## config.mk

```make
export PLATFORM = sky130hd
export DESIGN_NAME = sfg_guard
export DESIGN_NICKNAME = d
export VERILOG_FILES = /design/src/hdl/sfg_pkg.sv /design/src/hdl/sfg_guard.sv
export SDC_FILE = /design/constraint.sdc
export NUM_CORES = 1
export LEC_CHECK = 0
export BUFFER_PORTS_ARGS = -buffer_cell sky130_fd_sc_hd__buf_4
export CAP_MARGIN = 10
export CORE_MARGIN = 2
export CORE_UTILIZATION = 60
export DETAILED_ROUTE_END_ITERATION = 8
export HOLD_SLACK_MARGIN = 0.02
export PLACE_DENSITY = 0.91
export SYNTH_ARGS = -nofsm -noshare
export SYNTH_HDL_FRONTEND = slang
export SYNTH_SLANG_ARGS = --single-unit
```

## constraint.sdc

```tcl
create_clock -name clk_i -period 5.6 [get_ports clk_i]
set_clock_uncertainty 0.15 [all_clocks]
set_input_delay 0.56 -clock clk_i [delete_from_list [all_inputs] [get_ports clk_i]]
set_output_delay 0.56 -clock clk_i [all_outputs]
set_load 0.02 [all_outputs]
```

## src/hdl/sfg_pkg.sv

```systemverilog
// shared flash guard: constants and carrier types
package sfg_pkg;
    // =========================================
    // sizes
    localparam int ADDR_W = 22;
    localparam int NREG = 10;
    // =========================================
    // register offsets
    localparam logic [7:0] OFF_CTRL = 8'h20;
    localparam logic [7:0] OFF_SEM = 8'h22;
    localparam logic [7:0] OFF_RD [NREG] = '{8'h23, 8'h24, 8'h25, 8'h26, 8'h27, 8'h28, 8'h11, 8'h12, 8'h13, 8'h14};
    localparam logic [7:0] OFF_WR [NREG] = '{8'h29, 8'h2A, 8'h2B, 8'h2C, 8'h2D, 8'h2E, 8'h15, 8'h16, 8'h17, 8'h18};
    // =========================================
    // control field positions
    localparam int B_SEM_IE = 7;
    localparam int B_SEM_WF = 6;
    localparam int B_WR_ALLOW = 5;
    localparam int B_RESP_HI = 4;
    localparam int B_RESP_LO = 3;
    localparam int B_ERR_IE = 2;
    localparam int B_WR_ERR = 1;
    localparam int B_RD_ERR = 0;
    // =========================================
    // reset values and masks
    localparam logic [7:0] RD_OVR_RST = 8'h00;
    localparam logic [7:0] WR_OVR_RST = 8'hFF;
    localparam logic [7:0] UP0_MASK = 8'hFC;
    localparam int UP0_REG = 2;
    localparam logic [1:0] RESP_RST = 2'h0;
    localparam logic [4:0] LOW_LIMIT_HI = 5'h00;
    // =========================================
    // error response modes
    localparam logic [1:0] MODE_WAIT = 2'h0;
    localparam logic [1:0] MODE_ZERO = 2'h1;
    localparam logic [1:0] MODE_ERR = 2'h2;
    localparam logic [1:0] MODE_MIX = 2'h3;
    // =========================================
    // types
    typedef enum logic [2:0] {
        RSP_OK,
        RSP_LONG_WAIT,
        RSP_ZERO,
        RSP_ERR_SYNC,
        RSP_LONG_SYNC,
        RSP_IGNORE
    } sfg_rsp_kind_t;

    typedef struct packed {
        logic valid;
        logic write;
        logic prot;
        logic [ADDR_W-1:0] addr;
    } sfg_host_req_t;

    typedef struct packed {
        logic valid;
        logic mbus_rd;
        logic mbus_wr;
        sfg_rsp_kind_t kind;
    } sfg_host_rsp_t;
endpackage : sfg_pkg

```

## src/hdl/sfg_guard.sv

```systemverilog
// shared flash guard: controller-side control, semaphore and override logic
`timescale 1ns/1ps
module sfg_guard (
    // clock and reset
    input wire logic clk_i,
    input wire logic rst_n_i,
    input wire logic host_rst_i,
    // controller register port
    input wire logic [7:0] reg_addr_i,
    input wire logic [7:0] reg_wdata_i,
    input wire logic reg_wr_i,
    input wire logic reg_rd_i,
    output logic [7:0] reg_rdata_o,
    // boot block size, low 8K blocks held read only
    input wire logic [4:0] boot_blocks_i,
    // host side
    input wire logic host_sem_we_i,
    input wire logic [3:0] host_sem_wdata_i,
    output logic [7:0] sem_o,
    input wire sfg_pkg::sfg_host_req_t host_req_i,
    output sfg_pkg::sfg_host_rsp_t host_rsp_o,
    // interrupts
    output logic sem_irq_o,
    output logic err_irq_o
);
    // =========================================
    // state
    typedef struct packed {
        logic sem_ie;
        logic sem_wf;
        logic wr_allow;
        logic [1:0] resp_mode;
        logic err_ie;
        logic wr_err;
        logic rd_err;
        logic [sfg_pkg::NREG-1:0][7:0] rd_ovr;
        logic [sfg_pkg::NREG-1:0][7:0] wr_ovr;
        logic [7:0] rdata;
        logic sem_irq;
        logic err_irq;
        sfg_pkg::sfg_host_rsp_t rsp;
    } sfg_state_t;

    sfg_state_t st;
    sfg_state_t next_st;
    logic [7:0] sem;

    // =========================================
    // functions
    // bits software may change in override register k
    function automatic logic [7:0] sfg_wmask(input int k, input logic [4:0] boot);
        logic [7:0] m;
        m = 8'hFF;
        if (k == sfg_pkg::UP0_REG) begin
            m = sfg_pkg::UP0_MASK;
        end
        if (k < sfg_pkg::UP0_REG) begin
            for (int b = 0; b < 8; b++) begin
                m[b] = (5'((k * 8) + b) >= boot);
            end
        end
        return m;
    endfunction : sfg_wmask

    // override bit governing a flash address
    function automatic logic sfg_ovr(input logic [sfg_pkg::NREG-1:0][7:0] r,
                                     input logic [sfg_pkg::ADDR_W-1:0] a);
        logic [79:0] f;
        f = r;
        if (a[sfg_pkg::ADDR_W-1:17] == sfg_pkg::LOW_LIMIT_HI) begin
            return f[a[16:13]];
        end
        return f[7'(16) + 7'(a[sfg_pkg::ADDR_W-1:16])];
    endfunction : sfg_ovr

    // answer to a protected access
    function automatic sfg_pkg::sfg_rsp_kind_t sfg_resp(input logic [1:0] mode, input logic wr);
        case (mode)
            sfg_pkg::MODE_WAIT: return wr ? sfg_pkg::RSP_IGNORE : sfg_pkg::RSP_LONG_WAIT;
            sfg_pkg::MODE_ZERO: return wr ? sfg_pkg::RSP_IGNORE : sfg_pkg::RSP_ZERO;
            sfg_pkg::MODE_ERR: return sfg_pkg::RSP_ERR_SYNC;
            sfg_pkg::MODE_MIX: return wr ? sfg_pkg::RSP_ERR_SYNC : sfg_pkg::RSP_LONG_SYNC;
            default: return sfg_pkg::RSP_ERR_SYNC;
        endcase
    endfunction : sfg_resp

    // =========================================
    // next state
    logic ctrl_wr;
    logic rd_block;
    logic wr_block;
    logic rd_hit;
    logic wr_hit;

    always_comb begin
        next_st = st;
        ctrl_wr = reg_wr_i && (reg_addr_i == sfg_pkg::OFF_CTRL);
        rd_block = host_req_i.prot || sfg_ovr(st.rd_ovr, host_req_i.addr);
        wr_block = host_req_i.prot || sfg_ovr(st.wr_ovr, host_req_i.addr);
        rd_hit = host_req_i.valid && !host_req_i.write && rd_block;
        wr_hit = host_req_i.valid && host_req_i.write && wr_block;
        // control register, set wins over clear
        if (ctrl_wr) begin
            next_st.sem_ie = reg_wdata_i[sfg_pkg::B_SEM_IE];
            next_st.wr_allow = reg_wdata_i[sfg_pkg::B_WR_ALLOW];
            next_st.resp_mode = reg_wdata_i[sfg_pkg::B_RESP_HI:sfg_pkg::B_RESP_LO];
            next_st.err_ie = reg_wdata_i[sfg_pkg::B_ERR_IE];
            if (reg_wdata_i[sfg_pkg::B_SEM_WF]) begin
                next_st.sem_wf = 1'b0;
            end
            if (reg_wdata_i[sfg_pkg::B_WR_ERR]) begin
                next_st.wr_err = 1'b0;
            end
            if (reg_wdata_i[sfg_pkg::B_RD_ERR]) begin
                next_st.rd_err = 1'b0;
            end
        end
        if (host_sem_we_i) begin
            next_st.sem_wf = 1'b1;
        end
        if (wr_hit) begin
            next_st.wr_err = 1'b1;
        end
        if (rd_hit) begin
            next_st.rd_err = 1'b1;
        end
        // override registers, controller port only
        for (int k = 0; k < sfg_pkg::NREG; k++) begin
            if (reg_wr_i && (reg_addr_i == sfg_pkg::OFF_RD[k])) begin
                next_st.rd_ovr[k] = (st.rd_ovr[k] & ~sfg_wmask(k, boot_blocks_i))
                                  | (reg_wdata_i & sfg_wmask(k, boot_blocks_i));
            end
            if (reg_wr_i && (reg_addr_i == sfg_pkg::OFF_WR[k])) begin
                next_st.wr_ovr[k] = (st.wr_ovr[k] & ~sfg_wmask(k, boot_blocks_i))
                                  | (reg_wdata_i & sfg_wmask(k, boot_blocks_i));
            end
        end
        // read data, one cycle after the strobe only
        next_st.rdata = 8'h00;
        if (reg_rd_i) begin
            if (reg_addr_i == sfg_pkg::OFF_CTRL) begin
                next_st.rdata = {st.sem_ie, st.sem_wf, st.wr_allow, st.resp_mode, st.err_ie, st.wr_err, st.rd_err};
            end
            if (reg_addr_i == sfg_pkg::OFF_SEM) begin
                next_st.rdata = sem;
            end
            for (int k = 0; k < sfg_pkg::NREG; k++) begin
                if (reg_addr_i == sfg_pkg::OFF_RD[k]) begin
                    next_st.rdata = st.rd_ovr[k];
                end
                if (reg_addr_i == sfg_pkg::OFF_WR[k]) begin
                    next_st.rdata = st.wr_ovr[k];
                end
            end
        end
        // host access answer
        next_st.rsp.valid = host_req_i.valid;
        next_st.rsp.mbus_rd = 1'b0;
        next_st.rsp.mbus_wr = 1'b0;
        next_st.rsp.kind = sfg_pkg::RSP_OK;
        if (host_req_i.valid) begin
            if (host_req_i.write) begin
                if (wr_block) begin
                    next_st.rsp.kind = sfg_resp(st.resp_mode, 1'b1);
                end else if (!st.wr_allow) begin
                    next_st.rsp.kind = sfg_pkg::RSP_IGNORE;
                end else begin
                    next_st.rsp.mbus_wr = 1'b1;
                end
            end else begin
                if (rd_block) begin
                    next_st.rsp.kind = sfg_resp(st.resp_mode, 1'b0);
                end else begin
                    next_st.rsp.mbus_rd = 1'b1;
                end
            end
        end
        // level interrupts from the new flag and enable values
        next_st.sem_irq = next_st.sem_ie && next_st.sem_wf;
        next_st.err_irq = next_st.err_ie && (next_st.wr_err || next_st.rd_err);
    end

    // =========================================
    // registers
    always_ff @(posedge clk_i or negedge rst_n_i) begin
        if (!rst_n_i) begin
            st <= '0;
            st.resp_mode <= sfg_pkg::RESP_RST;
            st.rd_ovr <= {sfg_pkg::NREG{sfg_pkg::RD_OVR_RST}};
            st.wr_ovr <= {sfg_pkg::NREG{sfg_pkg::WR_OVR_RST}};
            st.wr_ovr[sfg_pkg::UP0_REG] <= sfg_pkg::WR_OVR_RST & sfg_pkg::UP0_MASK;
        end else begin
            st <= next_st;
        end
    end

    // semaphore lives in the host reset domain, untouched by controller reset
    always_ff @(posedge clk_i) begin
        if (host_rst_i) begin
            sem <= 8'h00;
        end else begin
            if (reg_wr_i && (reg_addr_i == sfg_pkg::OFF_SEM)) begin
                sem[7:4] <= reg_wdata_i[7:4];
            end
            if (host_sem_we_i) begin
                sem[3:0] <= host_sem_wdata_i;
            end
        end
    end

    // =========================================
    // outputs
    assign reg_rdata_o = st.rdata;
    assign sem_o = sem;
    assign host_rsp_o = st.rsp;
    assign sem_irq_o = st.sem_irq;
    assign err_irq_o = st.err_irq;
endmodule : sfg_guard

```

Word-level counts from Yosys, hierarchy flattened

Index checks and enable logic that the tools add are counted.
W data, S select, Z words.

Bits in registers: 192
Input port bits: 56
Word-level logic and storage cells: 201

Add/subtract/negate cells: 1
$lt $le $gt $ge: 18
Equality and inequality tests: 25
Mux-type cells: 61
Bitwise logic cells: 24
Reductions and logical operators: 36

Operators by type and width:

| kind                  | number |
|---|---|
| $mux W8               | 30 |
| $eq A8 B6 Y1 const B  | 14 |
| $and A8 B8 Y8         | 12 |
| $eq A8 B5 Y1 const B  | 8 |
| $not A8 Y8            | 6 |
| $or A8 B8 Y8          | 6 |
| $ge A4 B5 Y1 const A  | 8 |
| $logic_and A1 B1 Y1   | 28 |
| $ge A3 B5 Y1 const A  | 4 |
| $mux W1               | 20 |
| $bmux W1 S7           | 2 |
| $mux W3               | 4 |
| $pmux W3 S4           | 1 |
| $ge A1 B5 Y1 const A  | 2 |
| $ge A2 B5 Y1 const A  | 2 |
| $bmux W1 S4           | 2 |
| $lt A4 B8 Y1 const B  | 1 |
| $lt A7 B8 Y1 const B  | 1 |
| $add A5 B6 Y7 const A | 1 |
| $pmux W3 S2           | 1 |
| $logic_not A5 Y1      | 1 |
| $mux W5               | 1 |
| $eq A2 B2 Y1 const B  | 2 |
| $reduce_or A2 Y1      | 2 |
| other kinds (4)       | 6 |

Logic depth before layout (Yosys ltp)

Depth in word-level cells: 24
Depth in mapped cells: 11
Depth with buffers taken out: 7

Worst setup path after synthesis

Ideal clock, no wire load.

Path type: input port to flip-flop
From: input host_req_i[14] (netlist name)
To: register st (netlist bit err_irq_o)
Arrival time: 2281 ps
Slack: 3035 ps
Cell stages on the path: 7
Path through: clkbuf_1 mux4_2 mux2_2 a211oi_4 inv_2 a31oi_2 a32oi_1

RTL lines:

| what                 | line             | RTL |
|---|---|---|
| from (decl)          | sfg_guard.sv:20  | `input wire sfg_pkg::sfg_host_req_t host_req_i,` |
| to (signal assigned) | sfg_guard.sv:193 | `st <= next_st;` |
| to (decl)            | sfg_guard.sv:44  | `sfg_state_t st;` |

==> summary.txt <==
Outcome
  – Status: complete, but fails checks
  – Failing checks: design-rule violations

Synthesis
  – Post-synth top area share: 23.46%
  – Leading area contributor after synthesis: dfrtp_1
  – Synth area leaders: dfrtp_1 (23%), dfstp_2 (19%), mux2_2 (16%)
  – Mapped Nets: 1011
  – Syn Std Cell Area: 0.01088 sq mm
  – FFs w/ async S/R, synth: 95.74%
  – Most common cell in the netlist: mux2_2
  – Post-synthesis sequential area ratio: 43.77%
  – Netlist cell types: 76
  – EDFF count, synth: 0
  – Yosys warning count: 0
  – Synth top cells by count: mux2_2 (158), dfrtp_1 (102), dfstp_2 (78)
  – Syn Inst Count: 950
  – Ys flop type: dfrtp_1
  – Synthesized area per cell: 11.45 sq um
  – Post-synthesis register bit count: 188

Setup path
  – Critical-path cell list: buf_4, nor4b_2, and2_1, a222oi_1, a211oi_1, o22ai_1, a41oi_1
  – Crit. End Element: register
  – CP max FO: 22
  – Arrival @ worst endpoint: 3.59 ns
  – Slowest cell on crit path: and2_1
  – Reg2reg path depth: 7
  – Reg2Reg Capture Point: host_rsp_o[0]
  – CP Launch Type: input pin
  – Worst flop-to-flop path startpoint: st[55]
  – CP Class: input pin to register
  – R2R setup slack: 3.04 ns
  – Max stage delay on crit path: 0.92 ns
  – WP data required: 5.81 ns

Clock tree
  – TritonCTS clock tree: built
  – Clock latency on the worst-skew pair: 0.45 ns
  – Post_cts resized: 0
  – CTS clk-pin slew, worst paths: 0.07 ns
  – Post-cts hold buffer count: 0
  – Htree depth: 4
  – CTS sink cnt: 188
  – Clk buf depth: 2
  – Post-CTS setup buffer count: 0
  – Root buf cell: clkbuf_16
  – Num CTS Buffers: 17

Timing
  – Max Slew Vio Count: 0
  – Fin crit period: 3.381 ns
  – Max-slew headroom: 31.32%
  – Final setup violation count: 0
  – Max Freq: 295.8 MHz
  – Worst slew pin tran: 1.030 ns
  – Tcrit/Tclk final: 60.37%
  – Final hold viol count: 0
  – Setup TNS: 0 ns
  – RSZ-0062 raised after global routing: false

Flow run
  – MaxCap Viol Count: 0

Route
  – WL met3: 4.434 mm
  – Drt via density: 7.495
  – Drt pass-1 iters: 9
  – DR WL met2: 14.51 mm
  – DRT iter0 DRCs: 1537
  – WL final: 32.97 mm
  – Antenna viol nets, final: 0
  – Via count: 8986
  – DR top layer: met4
  – Wire per inst: 27.50 um
  – Met1 WL: 11.66 mm
  – Drt drc: 2

Die
  – Die X: 138.7 um
  – Die ar.: 0.01923 sq mm
  – Starting Density: 60.77%
  – Row Count: 49
  – Vert. Die Dim: 138.7 um
  – I/O pins: 80
  – Core area: 0.01790 sq mm

Final layout
  – Area delta synth->final: 8.568%
  – Final Non-Filler Cells: 1199
  – Antenna diodes: 0
  – Layout cell share with drive strength beyond 1: 39.79%
  – # nets final: 1018

GRT
  – Largest net degree at the start of global routing: 93
  – Global route overflow: 0
  – Global-route wire length before repair: 51.43 mm
  – Vias in the first global route: 9072
  – GRT Util Overall: 34.62%
  – Initial antenna violation count: 0

Placed design
  – Detail Placement HPWL: 21.78 mm
  – Placer Congestion: 1.028
  – DP Cell Count: 1167
  – Port bufs: 66

Power
  – P per Cell Area: 256.0 mW/mm^2
  – Peak supply drop: 0.0002273 V
  – Leak: 5.023 nW
  – PnR Total Power: 3.024 mW

Worst hold path
  – Type of the worst min-delay path: input pin to asynchronous set/reset pin
[where the power goes]
part           switching (mW)  internal, mW  total, mW  leakage [nW]
registers              0.0539          1.43       1.49          2.25
logic                   0.214         0.135      0.349          2.50
clock network           0.566         0.623       1.19         0.272
[worst max path at each step]
stage | start | to | slack (ns) | cells past startpoint
6_report | reg_addr_i[5] | reg_rdata_o[1] | 2.22 | 7
5_1_grt | reg_addr_i[5] | reg_rdata_o[1] | 2.18 | 7
4_1_cts | reg_addr_i[5] | reg_rdata_o[1] | 2.46 | 7
3_5_place_dp | reg_addr_i[5] | reg_rdata_o[1] | 2.03 | 7
3_3_place_gp | reg_addr_i[5] | reg_rdata_o[1] | 2.04 | 7
2_1_floorplan | host_req_i[14] | err_irq_o | 3.04 | 7
[per-stage QoR]
stage	hold WS, ns	worst slack (ns)	utilization [%]	area (sq um)
2_1_floorplan	0.1144	3.035	-	10880
3_3_place_gp	0.3274	2.042	62.82	11250
3_5_place_dp	0.3435	2.029	62.82	11250
4_1_cts	0.08067	2.455	65.98	11810
5_1_grt	0.08885	2.184	65.98	11810
6_report	0.01355	2.219	65.98	11810
[logic make-up (layout without fill, tap and decap cells)]
| family | after synthesis | after routing | share of synthesized area, % |
|---|---|---|---|
| compound gates | 179 | 179 | 11.63 |
| fa+ha+maj | 5 | 5 | 0.5750 |
| buf+inv | 94 | 114 | 4.497 |
| flops | 188 | 188 | 43.77 |
| mux | 245 | 245 | 29.05 |
| simple gates | 239 | 239 | 10.48 |
[critical path, delay by kind of cell]
family	cells	cell delay (ns)
AO/OA/AOI/OAI	4	1.23
buffers and inverters	1	0.12
AND/OR/NAND/NOR	2	1.66
[cell usage in the layout (no fill, tap or decap), drive strengths merged, types with 10 or more instances in the layout]
cell,count
nor2,62
o21ai,29
a31oi,15
clkbuf,18
a22oi,18
nand3,34
mux4,40
nor3,16
mux2,160
dfrtp,102
a21oi,36
buf,69
a211oi,10
a221oi,11
nand2,76
o22ai,10
inv,19
mux2i,45
dfstp,78
[per-layer routing]
layer | GRT usage [%] | vias up
met1 | 45.60 | 4357
met3 | 9.599 | 240
met4 | 22.54 | 0
li1 | - | 3584
met5 | 0 | -
met2 | 50.70 | 805
[final cells by class]
| class | instances | area, sq um |
|---|---|---|
| clock inverter | 14 | 135.1 |
| inverter | 13 | 48.80 |
| tap | 229 | 286.5 |
| timing repair buffer | 69 | 521.8 |
| sequential | 188 | 4762 |
| fill | 1272 | 6091 |
| multi-input combinational | 668 | 5628 |
| clock buffer | 18 | 429.2 |
(Power assumes the default switching activity.)
